==> src/verilog/tlic_pkg.sv <==
// Constants shared by the two-level interrupt controller files.
package tlic_pkg;

   // ------------------------------------------------------------------
   // Special function addresses and power-on values
   // ------------------------------------------------------------------
   localparam logic [7:0] ADDR_PRI_ENABLE = 8'hA8;
   localparam logic [7:0] ADDR_SEC_IRQ    = 8'hA9;
   localparam logic [7:0] ADDR_PRI_PRIO   = 8'hB8;
   localparam logic [7:0] RST_PRI_ENABLE  = 8'h00;
   localparam logic [7:0] RST_SEC_IRQ     = 8'hA0;
   localparam logic [7:0] RST_PRI_PRIO    = 8'h00;

   // Field positions.
   localparam int GATE_BIT      = 7;
   localparam int SEC_PRIO_LSB  = 4;
   localparam int SEC_EN_LSB    = 0;
   localparam int NO_STORE_BIT  = 7;

   // ------------------------------------------------------------------
   // Sources, indexed in vector order
   // ------------------------------------------------------------------
   localparam int NUM_SRC = 11;
   localparam logic [3:0] SRC_EXT0     = 4'h0;
   localparam logic [3:0] SRC_TIMER0   = 4'h1;
   localparam logic [3:0] SRC_EXT1     = 4'h2;
   localparam logic [3:0] SRC_TIMER1   = 4'h3;
   localparam logic [3:0] SRC_UART     = 4'h4;
   localparam logic [3:0] SRC_TIMER2   = 4'h5;
   localparam logic [3:0] SRC_CONV     = 4'h6;
   localparam logic [3:0] SRC_SERIAL   = 4'h7;
   localparam logic [3:0] SRC_SUPPLY   = 4'h8;
   localparam logic [3:0] SRC_INTERVAL = 4'h9;
   localparam logic [3:0] SRC_WATCHDOG = 4'hA;

   // Vector address per source; element i belongs to source index i.
   localparam logic [10:0][15:0] VECTOR_TABLE = {
      16'h005B, 16'h0053, 16'h0043, 16'h003B, 16'h0033, 16'h002B,
      16'h0023, 16'h001B, 16'h0013, 16'h000B, 16'h0003};

   // Polling order within one level; element 0 is polled first.
   localparam logic [10:0][3:0] POLL_ORDER = {
      SRC_INTERVAL, SRC_TIMER2, SRC_UART, SRC_SERIAL, SRC_TIMER1, SRC_EXT1,
      SRC_TIMER0, SRC_CONV, SRC_EXT0, SRC_WATCHDOG, SRC_SUPPLY};

   // Level of the watchdog source, which has no priority bit of its own.
   localparam logic WATCHDOG_HIGH = 1'b1;

   // Sequencer states.
   typedef enum logic [1:0] {
      SEQ_IDLE = 2'b00,
      SEQ_PUSH = 2'b01,
      SEQ_LOAD = 2'b10
   } tlic_seq_t;

endpackage

==> src/verilog/tlic_ctrl.sv <==
// Two-level interrupt controller: registers, arbitration and vectoring.
//
// Functional notes
// - The primary priority register sits at B8H, resets to 00H and is bit addressable.
// - Its bits 6..0 give converter, timer 2, UART, timer 1, ext 1, timer 0, ext 0 level, one high.
// - The secondary register sits at A9H, resets to A0H and has no bit addressing.
// - Secondary bits 6, 5, 4 set interval counter, supply monitor and serial levels.
// - Secondary bits 2, 1, 0 enable interval counter, supply monitor and serial requests.
// - Bit 7 of primary priority and secondary registers holds nothing and ignores writes.
// - An enabled high-level request preempts a running low-level routine.
// - When both levels request together the high-level one is vectored first.
// - A routine is never preempted by a request of its own level.
// - Same-level requests are served in the fixed polling order.
// - Taking a request pushes the program counter, then loads the vector.
// - Each source has its own fixed vector address.
// - Bit 7 of the primary enable register gates every source.
`timescale 1ns/100ps
module tlic_ctrl #(
   parameter int NSRC = 11
) (
   input  wire logic            mclk,
   input  wire logic            nrst,
   // Special function register port of the core.
   input  wire logic [7:0]      sfrAddr,
   input  wire logic [7:0]      sfrWrData,
   input  wire logic            sfrWr,
   input  wire logic            sfrRd,
   output logic [7:0]           sfrRdData_r,
   output logic                 sfrHit_r,
   // Single-bit write port of the core.
   input  wire logic [7:0]      bitAddr,
   input  wire logic            bitVal,
   input  wire logic            bitWr,
   // Source requests, index in vector order.
   input  wire logic [NSRC-1:0] srcReq,
   // Core sequencing.
   input  wire logic            intAllow,
   input  wire logic            retiDone,
   output logic                 pushPc_r,
   output logic                 loadPc_r,
   output logic [15:0]          vector_r,
   output logic [NSRC-1:0]      srcAck_r,
   output logic [1:0]           activeLvl_r
);

   // ------------------------------------------------------------------
   // Register file
   // ------------------------------------------------------------------
   logic [7:0] enReg_r;
   logic [7:0] enReg_nxt;
   logic [6:0] prioReg_r;
   logic [6:0] prioReg_nxt;
   logic [6:0] secReg_r;
   logic [6:0] secReg_nxt;
   logic [7:0] rdData_nxt;
   logic       hit_nxt;

   // Byte writes, single-bit writes and reads; bit 7 of two registers has no storage.
   always_comb begin
      enReg_nxt   = enReg_r;
      prioReg_nxt = prioReg_r;
      secReg_nxt  = secReg_r;
      rdData_nxt  = 8'h00;
      hit_nxt     = 1'b0;
      if (sfrWr) begin
         unique case (sfrAddr)
            tlic_pkg::ADDR_PRI_ENABLE: enReg_nxt = sfrWrData;
            tlic_pkg::ADDR_PRI_PRIO:   prioReg_nxt = sfrWrData[6:0];
            tlic_pkg::ADDR_SEC_IRQ:    secReg_nxt = sfrWrData[6:0];
            default: ;
         endcase
      end
      // The secondary register decodes no bit address, so only two bases respond.
      if (bitWr) begin
         if (bitAddr[7:3] == tlic_pkg::ADDR_PRI_ENABLE[7:3]) begin
            enReg_nxt[bitAddr[2:0]] = bitVal;
         end else if (bitAddr[7:3] == tlic_pkg::ADDR_PRI_PRIO[7:3] &&
                      bitAddr[2:0] != 3'(tlic_pkg::NO_STORE_BIT)) begin
            prioReg_nxt[bitAddr[2:0]] = bitVal;
         end
      end
      if (sfrRd) begin
         unique case (sfrAddr)
            tlic_pkg::ADDR_PRI_ENABLE: begin
               rdData_nxt = enReg_r;
               hit_nxt    = 1'b1;
            end
            tlic_pkg::ADDR_PRI_PRIO: begin
               rdData_nxt = {1'b0, prioReg_r};
               hit_nxt    = 1'b1;
            end
            tlic_pkg::ADDR_SEC_IRQ: begin
               rdData_nxt = {tlic_pkg::RST_SEC_IRQ[7], secReg_r};
               hit_nxt    = 1'b1;
            end
            default: ;
         endcase
      end
   end

   // Register storage; unmapped reads answer zero with the hit flag low.
   always_ff @(posedge mclk or negedge nrst) begin
      if (!nrst) begin
         enReg_r     <= tlic_pkg::RST_PRI_ENABLE;
         prioReg_r   <= tlic_pkg::RST_PRI_PRIO[6:0];
         secReg_r    <= tlic_pkg::RST_SEC_IRQ[6:0];
         sfrRdData_r <= 8'h00;
         sfrHit_r    <= 1'b0;
      end else begin
         enReg_r     <= enReg_nxt;
         prioReg_r   <= prioReg_nxt;
         secReg_r    <= secReg_nxt;
         sfrRdData_r <= rdData_nxt;
         sfrHit_r    <= hit_nxt;
      end
   end

   // ------------------------------------------------------------------
   // Request qualification and per-level polling
   // ------------------------------------------------------------------
   logic [NSRC-1:0] srcEn;
   logic [NSRC-1:0] srcHigh;
   logic [1:0][NSRC-1:0] lvlReq;
   logic [1:0]      lvlFound;
   logic [1:0][3:0] lvlIdx;

   // Map register bits onto sources; the global gate stops everything.
   always_comb begin
      srcEn   = {1'b1, secReg_r[tlic_pkg::SEC_EN_LSB + 2],
                 secReg_r[tlic_pkg::SEC_EN_LSB + 1], secReg_r[tlic_pkg::SEC_EN_LSB],
                 enReg_r[6:0]};
      srcHigh = {tlic_pkg::WATCHDOG_HIGH, secReg_r[tlic_pkg::SEC_PRIO_LSB + 2],
                 secReg_r[tlic_pkg::SEC_PRIO_LSB + 1], secReg_r[tlic_pkg::SEC_PRIO_LSB],
                 prioReg_r};
      lvlReq[1] = srcReq & srcEn & srcHigh & {NSRC{enReg_r[tlic_pkg::GATE_BIT]}};
      lvlReq[0] = srcReq & srcEn & ~srcHigh & {NSRC{enReg_r[tlic_pkg::GATE_BIT]}};
   end

   // One polling chain per level.
   for (genvar l = 0; l < 2; l++) begin : g_level
      tlic_poll #(
         .N      (NSRC)
      ) u_poll (
         .req    (lvlReq[l]),
         .found  (lvlFound[l]),
         .winIdx (lvlIdx[l])
      );
   end

   // ------------------------------------------------------------------
   // Vectoring sequencer and active-level tracking
   // ------------------------------------------------------------------
   tlic_pkg::tlic_seq_t state_r;
   tlic_pkg::tlic_seq_t state_nxt;
   logic            lvl_r;
   logic            lvl_nxt;
   logic [3:0]      winIdx_r;
   logic [3:0]      winIdx_nxt;
   logic            pushPc_nxt;
   logic            loadPc_nxt;
   logic [15:0]     vector_nxt;
   logic [NSRC-1:0] srcAck_nxt;
   logic [1:0]      activeLvl_nxt;
   logic            takeHigh;
   logic            takeLow;

   // High wins over low; a level is taken only when no routine of it or above runs.
   always_comb begin
      takeHigh      = lvlFound[1] && !activeLvl_r[1];
      takeLow       = lvlFound[0] && activeLvl_r == 2'b00 && !lvlFound[1];
      state_nxt     = state_r;
      lvl_nxt       = lvl_r;
      winIdx_nxt    = winIdx_r;
      pushPc_nxt    = 1'b0;
      loadPc_nxt    = 1'b0;
      vector_nxt    = vector_r;
      srcAck_nxt    = '0;
      activeLvl_nxt = activeLvl_r;
      // Return releases the highest level in service first, since levels nest.
      if (retiDone) begin
         if (activeLvl_r[1]) begin
            activeLvl_nxt[1] = 1'b0;
         end else begin
            activeLvl_nxt[0] = 1'b0;
         end
      end
      unique case (state_r)
         tlic_pkg::SEQ_IDLE: begin
            if (intAllow && (takeHigh || takeLow)) begin
               lvl_nxt    = takeHigh;
               winIdx_nxt = takeHigh ? lvlIdx[1] : lvlIdx[0];
               pushPc_nxt = 1'b1;
               state_nxt  = tlic_pkg::SEQ_PUSH;
            end
         end
         tlic_pkg::SEQ_PUSH: begin
            loadPc_nxt             = 1'b1;
            vector_nxt             = tlic_pkg::VECTOR_TABLE[winIdx_r];
            srcAck_nxt[winIdx_r]   = 1'b1;
            activeLvl_nxt[lvl_r]   = 1'b1;
            state_nxt              = tlic_pkg::SEQ_LOAD;
         end
         tlic_pkg::SEQ_LOAD: begin
            state_nxt = tlic_pkg::SEQ_IDLE;
         end
         default: begin
            state_nxt = tlic_pkg::SEQ_IDLE;
         end
      endcase
   end

   // Sequencer registers.
   always_ff @(posedge mclk or negedge nrst) begin
      if (!nrst) begin
         state_r     <= tlic_pkg::SEQ_IDLE;
         lvl_r       <= 1'b0;
         winIdx_r    <= 4'h0;
         pushPc_r    <= 1'b0;
         loadPc_r    <= 1'b0;
         vector_r    <= 16'h0000;
         srcAck_r    <= '0;
         activeLvl_r <= 2'b00;
      end else begin
         state_r     <= state_nxt;
         lvl_r       <= lvl_nxt;
         winIdx_r    <= winIdx_nxt;
         pushPc_r    <= pushPc_nxt;
         loadPc_r    <= loadPc_nxt;
         vector_r    <= vector_nxt;
         srcAck_r    <= srcAck_nxt;
         activeLvl_r <= activeLvl_nxt;
      end
   end

   // ------------------------------------------------------------------
   // Checks
   // ------------------------------------------------------------------
   push_then_load_a: assert property (@(posedge mclk) disable iff (!nrst)
      pushPc_r |=> loadPc_r && !pushPc_r)
      else $error("vector load did not follow the push");

   load_after_push_a: assert property (@(posedge mclk) disable iff (!nrst)
      loadPc_r |-> $past(pushPc_r))
      else $error("vector loaded without a push");

   vector_value_a: assert property (@(posedge mclk) disable iff (!nrst)
      loadPc_r |-> vector_r == tlic_pkg::VECTOR_TABLE[winIdx_r] && srcAck_r[winIdx_r])
      else $error("wrong vector for the winning source");

   gate_closed_a: assert property (@(posedge mclk) disable iff (!nrst)
      pushPc_r |-> $past(enReg_r[tlic_pkg::GATE_BIT]))
      else $error("request taken while the global gate was closed");

   same_level_a: assert property (@(posedge mclk) disable iff (!nrst)
      pushPc_r |-> !activeLvl_r[lvl_r] && !(activeLvl_r[1] && !lvl_r))
      else $error("routine preempted by an equal or lower level");

   high_first_a: assert property (@(posedge mclk) disable iff (!nrst)
      pushPc_r && $past(lvlFound[1]) |-> lvl_r)
      else $error("low level chosen while a high request waited");

   preempt_low_a: assert property (@(posedge mclk) disable iff (!nrst)
      state_r == tlic_pkg::SEQ_IDLE && intAllow && lvlFound[1] && activeLvl_r == 2'b01
      |=> pushPc_r && lvl_r)
      else $error("high request failed to preempt a low routine");

   prio_bit7_a: assert property (@(posedge mclk) disable iff (!nrst)
      $past(sfrRd) && $past(sfrAddr) == tlic_pkg::ADDR_PRI_PRIO |-> !sfrRdData_r[7])
      else $error("primary priority bit 7 read back as one");

   reti_release_a: assert property (@(posedge mclk) disable iff (!nrst)
      retiDone && activeLvl_r[1] && state_r != tlic_pkg::SEQ_PUSH |=> !activeLvl_r[1])
      else $error("return did not release the high level");

   watchdog_first_a: assert property (@(posedge mclk) disable iff (!nrst)
      pushPc_r && $past(lvlReq[1][tlic_pkg::SRC_WATCHDOG]) && lvl_r
      |-> winIdx_r != tlic_pkg::SRC_EXT0)
      else $error("external 0 served ahead of the watchdog");

endmodule // tlic_ctrl

==> src/verilog/tlic_poll.sv <==
// Fixed-order polling of the requests of one priority level.
`timescale 1ns/100ps
module tlic_poll #(
   parameter int N = 11
) (
   input  wire logic [N-1:0] req,
   output logic              found,
   output logic [3:0]        winIdx
);

   // ------------------------------------------------------------------
   // Poll from the last position backwards so the earliest position wins
   // ------------------------------------------------------------------
   always_comb begin
      found  = 1'b0;
      winIdx = 4'h0;
      for (int k = N - 1; k >= 0; k--) begin
         if (req[tlic_pkg::POLL_ORDER[k]]) begin
            found  = 1'b1;
            winIdx = tlic_pkg::POLL_ORDER[k];
         end
      end
   end

endmodule // tlic_poll

==> config.mk <==
export PLATFORM = sky130hd
export DESIGN_NAME = tlic_ctrl
export DESIGN_NICKNAME = d
export VERILOG_FILES = /design/src/verilog/tlic_pkg.sv /design/src/verilog/tlic_ctrl.sv /design/src/verilog/tlic_poll.sv
export SDC_FILE = /design/constraint.sdc
export NUM_CORES = 1
export LEC_CHECK = 0
export BUFFER_PORTS_ARGS = -buffer_cell sky130_fd_sc_hd__buf_2
export CORE_UTILIZATION = 30
export CTS_CLUSTER_SIZE = 28
export DETAILED_ROUTE_END_ITERATION = 12
export GPL_TIMING_DRIVEN = 0
export HOLD_SLACK_MARGIN = 0.03
export PLACE_DENSITY_LB_ADDON = 0.05
export RECOVER_POWER = 50
export SLEW_MARGIN = 10
export SYNTH_ARGS = -nofsm -noshare
export SYNTH_HDL_FRONTEND = slang
export SYNTH_SLANG_ARGS = --single-unit
export TNS_END_PERCENT = 20
==> constraint.sdc <==
create_clock -name mclk -period 1.72 [get_ports mclk]
set_input_delay 0.258 -clock mclk [delete_from_list [all_inputs] [get_ports mclk]]
set_output_delay 0.258 -clock mclk [all_outputs]
set_load 0.05 [all_outputs]
==> results of run 1 <==
[cells in the mapped netlist, types with 4 or more instances]
cell type	instances
dfrtp_1	57
nand2_1	48
nor2_1	26
o21ai_0	25
mux2i_1	24
buf_4	12
clkbuf_1	9
nand4_1	9
nand4b_1	9
and2_1	8
inv_1	7
mux2_2	7
nor3_1	7
nand2b_1	6
nand3_1	6
o22ai_1	6
a21oi_1	5
a31oi_1	4
[power breakdown]
group / internal, mW / switching, mW
clock network: 0.746 / 0.558
registers: 1.47 / 0.0922
logic: 0.230 / 0.476
[area by class of cell]
| class | instances | area, um2 | area share |
|---|---|---|---|
| multi-input cells | 241 | 1550 | 0.389 |
| flip-flops and latches | 58 | 1450 | 0.365 |
| repair buffers | 76 | 398 | 0.0999 |
| plain buffers | 27 | 179 | 0.0449 |
| well taps | 136 | 170 | 0.0427 |
| clock buffers | 12 | 155 | 0.0390 |
| clock inverters | 4 | 50.0 | 0.0126 |
| inverters | 7 | 26.3 | 0.00660 |
[through the flow]
step	area, um2	power [mW]
detailed placement	3710	2.29
finish	3980	3.57
global placement	3700	2.28
global route	3980	3.74
floorplan	3190	2.06
CTS	3950	3.61
[what timing repair did]
action	CTS	global route
hold buffers	1	0
hold endpoints to repair	57	0
pin swaps	3	5
resized for setup	1	5
setup buffers	4	2
setup endpoints to repair	4	6
[layer usage]
metal  global-route usage  share of wire
met5                    0              0
met4               0.0796          0.028
met3               0.0293          0.049
met2                0.251           0.44
met1                0.220           0.48
[registers in the layout, summed over array words and instances, names as in the netlist]
name and cells:
vector_r 5, prioReg_r 7, srcAck_r 11, activeLvl_r 2, loadPc_r 1, secReg_r 7, winIdx_r 4, sfrHit_r 1
lvl_r 1, sfrRdData_r 8, pushPc_r 1, enReg_r 8, state_r 2
[how the worst max path moves through the flow]
stage	depth (start not counted)	to	slack (ps)	start
CTS	6	winIdx_r[3]$_DFFE_PN0P_	-270	secReg_r[5]$_DFFE_PN1P_
global placement	6	winIdx_r[1]$_DFFE_PN0P_	-320	secReg_r[5]$_DFFE_PN1P_
detailed placement	6	winIdx_r[3]$_DFFE_PN0P_	-330	secReg_r[5]$_DFFE_PN1P_
finish	6	winIdx_r[3]$_DFFE_PN0P_	-260	secReg_r[5]$_DFFE_PN1P_
global route	7	winIdx_r[2]$_DFFE_PN0P_	-330	enReg_r[7]$_DFF_PN0_
floorplan	6	winIdx_r[1]$_DFFE_PN0P_	-160	secReg_r[5]$_DFFE_PN1P_
[kinds of logic after synthesis]
| logic type | share of synthesized area |
|---|---|
| and+or+nand+nor | 0.259 |
| DFF | 0.460 |
| AOI/OAI and AO/OA | 0.0999 |
| muxes | 0.115 |
| buffers and inverters | 0.0642 |
| other | 0.00119 |
==> metrics.md, run 1 <==
| Metric | Value |
|---|---|
| Final period util | 1.15 |
| Worst-Skew Late Latency | 340 ps |
| Largest net degree at the start of global routing | 59 |
| Yosys top cell by area | dfrtp_1 |
| Data required, critical path | 1950 ps |
| Via count | 2666 |
| Hold Crit Start | retiDone |
| # Max-Cap Violations | 0 |
| Skew final | 10.0 ps |
| Vias in the first global route | 2568 |
| CTS tree | done |
| Critical-path maximum fanout | 5 |
| Sum Neg Setup Slack | -989 ps |
| Hold crit path type | in2reg |
| Die area | 10900 um2 |
| Die Height | 105 um |
| Post-Route Utilization | 0.387 |
| Failing checks | negative setup slack |
| Crit path cell chain | a31oi_2 -> o211ai_2 -> nor3_2 -> or4_4 -> nand2_8 -> mux2_4 |
| Worst slack, placed | -331 ps |
| Initial drt markers | 181 |
| FF-to-FF path depth | 6 |
| Clock sinks | 58 |
| Max Fclk | 505 MHz |
| Top_reg_cell synth | dfrtp_1 |
| FFs w/ async S/R, synth | 1.00 |
| Hold Vio Cnt, Final | 0 |
| Setup WS post-layout | -260 ps |
| H-tree depth | 3 |
| Die X-Extent | 105 um |
| Routability-driven placement congestion ratio | 0.855 |
| Final-report setup violation count | 5 |
| # placed instances | 538 |
| Post-DP HPWL | 6350 um |
| Cells after Synth | 324 |
| Avg Inst Size Synth | 9.74 um2 |
| Most common cell after layout, fill and taps aside | buf_2 |
| Root buffer cell | clkbuf_8 |
| DRC | 0 |
| Share of cells above drive strength 1 | 0.299 |
| CP Capture Type | register |
| Share of Yosys cell area claimed by the top area cell type | 0.452 |
| Total grt overflow | 0 |
| Commonest non-fill, non-tap cells in the layout | buf_2, dfrtp_1, nand2_1 |
| Post-Layout Cell Count | 561 |
| WP buf/inv | 0 |
| DRT Pass-1 Iters | 5 |
| Detail Route Antenna Nets | 0 |
| IO Count | 83 |
| Drt wl/cell | 14.9 um |
| CP top delay family | simple AND/OR/NAND/NOR gates |
| Hold depth | 2 |
| Tmin final | 1980 ps |
| Worst slew pin tran | 793 ps |
| Outcome | complete, but fails checks |
| TritonCTS buffer count | 9 |
| Number of synthesized flops with an enable pin | 0 |
| Tot GR Track Use | 0.163 |
| Avg Vias per Cell | 4.75 |
| Antenna violations before repair | 0 |
| Relative slew slack | 0.471 |
| Deepest clock path buffer count | 2 |
| Max-slew violations | 0 |
| Worst reg2reg path endpoint | winIdx_r[3]$_DFFE_PN0P_ |
| P per Cell Area | 897 nW/um2 |
| Rows | 37 |
| Peak supply drop | 336 uV |
| Area growth from synthesis to layout | 26.2% |
| Slowest stage delay, CP | 550 ps |
| Seq/Total Area, Yosys | 0.460 |
| Worst Setup Start Kind | register |
| Post-Route WL | 8340 um |
| Layout Nets | 463 |
| Initial core utilization | 0.307 |
| RSZ-0062 raised after global routing | yes |
| #FFs+latches synth | 58 |
| YS warnings | 0 |
| # fillers | 1102 |
| Port bufs | 69 |
| Mapped Area | 3160 um2 |
| CP max stage cell | dfstp_2 |
| CP arrival | 2210 ps |
| ANT cells | 0 |
| First-pass GRT wire length | 13600 um |
| Reg2Reg Setup Slack | -260 ps |
| Critical path class | reg2reg |
| Leakage | 2.02 nW |
| Core box area | 10300 um2 |
| Clock-pin slew on the worst setup and hold paths | 70 ps |
| Hold WS | 107 ps |
| Hold endpoint | activeLvl_r[1]$_DFF_PN0_ |
| Cell variety after synth | 51 |
| R2R Path Start | secReg_r[5]$_DFFE_PN1P_ |
| Synth area leaders | dfrtp_1, mux2i_1, nand2_1 |
(Power assumes the default switching activity.)
==> inputs of run 2 (changes only) <==
--- a/config.mk
+++ b/config.mk
@@ -6,7 +6,7 @@
 export NUM_CORES = 1
 export LEC_CHECK = 0
 export BUFFER_PORTS_ARGS = -buffer_cell sky130_fd_sc_hd__buf_2
-export CORE_UTILIZATION = 30
+export CORE_UTILIZATION = 48
 export CTS_CLUSTER_SIZE = 28
 export DETAILED_ROUTE_END_ITERATION = 12
 export GPL_TIMING_DRIVEN = 0
==> run 2 against run 1 <==
Against the previous run:
- the run still ends with negative setup slack left
- first-iteration DRC count fell by 10%
- sequential power about the same
- clock-buffer cell count is 2 lower
==> metrics.md, run 2 (same netlist as run 1, synthesis figures left out) <==
| Metric | Value |
|---|---|
| Layout Nets | 461 (-0.43%) |
| Initial core utilization | 0.497 (+0.190) |
| Post-DP HPWL | 5540 um (-13%) |
| Worst-Skew Late Latency | 340 ps (about the same) |
| Commonest non-fill, non-tap cells in the layout | buf_2, dfrtp_1, nand2_1 |
| # Max-Cap Violations | 0 (unchanged) |
| Drt wl/cell | 14.9 um (+0.17%) |
| Die area | 6900 um2 (-37%) |
| Hold crit path type | in2reg |
| Final-report setup violation count | 4 (-1) |
| Outcome | complete, but fails checks |
| # fillers | 575 (-48%) |
| Root buffer cell | clkbuf_8 |
| CP arrival | 2200 ps (about the same) |
| Skew final | 10.6 ps (+0.572 ps) |
| Largest net degree at the start of global routing | 59 (unchanged) |
| Biggest register | srcAck_r |
| Initial drt markers | 162 (-10%) |
| Core box area | 6350 um2 (-38%) |
| Critical path class | reg2reg |
| Critical-path maximum fanout | 10 (+5) |
| FF-to-FF path depth | 7 (+1) |
| Port bufs | 69 (unchanged) |
| Max FFs per register | 11 (unchanged) |
| H-tree depth | 3 (unchanged) |
| R2R Path Start | enReg_r[7]$_DFF_PN0_ |
| Worst Setup Start Kind | register |
| Relative slew slack | 0.482 (+0.0114) |
| Failing checks | negative setup slack |
| Peak supply drop | 761 uV (+130%) |
| Data required, critical path | 1950 ps (about the same) |
| Hold depth | 2 (unchanged) |
| Most common cell after layout, fill and taps aside | buf_2 |
| P per Cell Area | 957 nW/um2 (+6.7%) |
| Avg Vias per Cell | 5.38 (+13%) |
| Rows | 29 (-22%) |
| Share of cells above drive strength 1 | 0.288 (-0.0104) |
| CTS tree | done |
| Hold Crit Start | retiDone |
| Setup WS post-layout | -251 ps (+8.23 ps) |
| TritonCTS buffer count | 9 (unchanged) |
| Total grt overflow | 0 (unchanged) |
| Tot GR Track Use | 0.229 (+0.0663) |
| Hold Vio Cnt, Final | 0 (unchanged) |
| Routability-driven placement congestion ratio | 0.916 (+7.1%) |
| ANT cells | 0 (unchanged) |
| Tmin final | 1970 ps (-8.23 ps) |
| Worst reg2reg path endpoint | winIdx_r[3]$_DFFE_PN0P_ |
| RSZ-0062 raised after global routing | yes |
| Via count | 2690 (+0.90%) |
| Vias in the first global route | 2520 (-1.9%) |
| CP Capture Type | register |
| Max Fclk | 507 MHz (+0.42%) |
| Post-Route Utilization | 0.616 (+0.228) |
| Detail Route Antenna Nets | 0 (unchanged) |
| Biggest regs | srcAck_r x11, enReg_r x8, sfrRdData_r x8 |
| Final period util | 1.15 (-0.00478) |
| Antenna violations before repair | 0 (unchanged) |
| Clock sinks | 58 (unchanged) |
| Seq. cell area | 1450 um2 (about the same) |
| First-pass GRT wire length | 12300 um (-9.4%) |
| Deepest clock path buffer count | 2 (unchanged) |
| Reg2Reg Setup Slack | -250 ps (about the same) |
| DRT Pass-1 Iters | 4 (-1) |
| Max-slew violations | 0 (unchanged) |
| Hold endpoint | activeLvl_r[1]$_DFF_PN0_ |
| IO Count | 83 (unchanged) |
| Total power | 3.74 mW (+4.7%) |
| Die Height | 83.1 um (-21%) |
| DRC | 0 (unchanged) |
| Leakage | 2.02 nW (about the same) |
| Multi-input gate area | 1540 um2 (-0.40%) |
| Clock-pin slew on the worst setup and hold paths | 70 ps (about the same) |
| Area growth from synthesis to layout | 23.9% |
| Post-Route WL | 7440 um (-11%) |
| Worst slew pin tran | 776 ps (-17.0 ps) |
| Die X-Extent | 83.1 um (-21%) |
run 2: cell types whose count changed in the layout (fill, tap and decap cells not counted), moves of 2 or more:
| cell | before | now |
|---|---|---|
| buf_2 | 66 | 64 |
| buf_4 | 19 | 16 |
| bufinv_16 | 1 | 3 |
| clkbuf_1 | 14 | 16 |
| clkbuf_8 | 11 | 9 |
| clkinv_2 | 1 | 3 |
| clkinvlp_4 | 2 | 0 |
run 2: critical path, cell delays in order (launching register included):
cell	delay, ps
dfrtp_1	340
buf_6	150
nand4_1	220
nand4_2	210
nor3_2	70
or4_4	460
nand2_4	130
mux2_4	300
run 2: area by class of cell:
cell class,instances,area share
plain buffers,27,0.0458
clock buffers,10,0.0326
clock inverters,6,0.0269
inverters,7,0.00672
multi-input cells,241,0.395
flip-flops and latches,58,0.372
well taps,77,0.0246
repair buffers,74,0.0973
run 2: per-layer routing:
metal | vias to the layer above | GRT usage | wire [um]
met5 | - | 0 | 0
met4 | 0 | 0.100 | 138
met3 | 13 | 0.0517 | 407
met2 | 96 | 0.340 | 3290
met1 | 1251 | 0.322 | 3610
li1 | 1330 | - | -
run 2: how the worst max path moves through the flow:
stage,from,end,slack [ps],cells past startpoint
after floorplan,secReg_r[5]$_DFFE_PN1P_,winIdx_r[1]$_DFFE_PN0P_,-160,6
after global placement,secReg_r[5]$_DFFE_PN1P_,winIdx_r[1]$_DFFE_PN0P_,-290,6
after detailed placement,secReg_r[5]$_DFFE_PN1P_,winIdx_r[3]$_DFFE_PN0P_,-280,6
after CTS,enReg_r[7]$_DFF_PN0_,winIdx_r[3]$_DFFE_PN0P_,-240,7
after global routing,enReg_r[7]$_DFF_PN0_,winIdx_r[1]$_DFFE_PN0P_,-360,7
final,enReg_r[7]$_DFF_PN0_,winIdx_r[3]$_DFFE_PN0P_,-250,7
run 2: timing repair:
action                                  in CTS  in global routing
endpoints found under the setup margin       4                  7
endpoints found under the hold margin       57                  0
hold buffers                                 1                  0
pin swaps                                    5                  1
gates resized for setup                      1                  2
buffers inserted                             1                  3
run 2: per-stage QoR:
stage / area, um2 / worst slack, ps / instances / hold WS [ps] / setup TNS, ps
5_1_grt: 3910 / -359 / 500 / 135 / -1340
3_5_place_dp: 3630 / -278 / 479 / 362 / -2850
6_report: 3910 / -251 / 500 / 119 / -854
4_1_cts: 3890 / -235 / 497 / 112 / -817
2_1_floorplan: 3190 / -158 / 333 / -37.6 / -475
3_3_place_gp: 3630 / -289 / 479 / 456 / -2610
run 2: report_power, final:
group          internal (mW)  switching, mW
sequential              1.47         0.0856
clock                  0.955          0.531
combinational          0.226          0.475
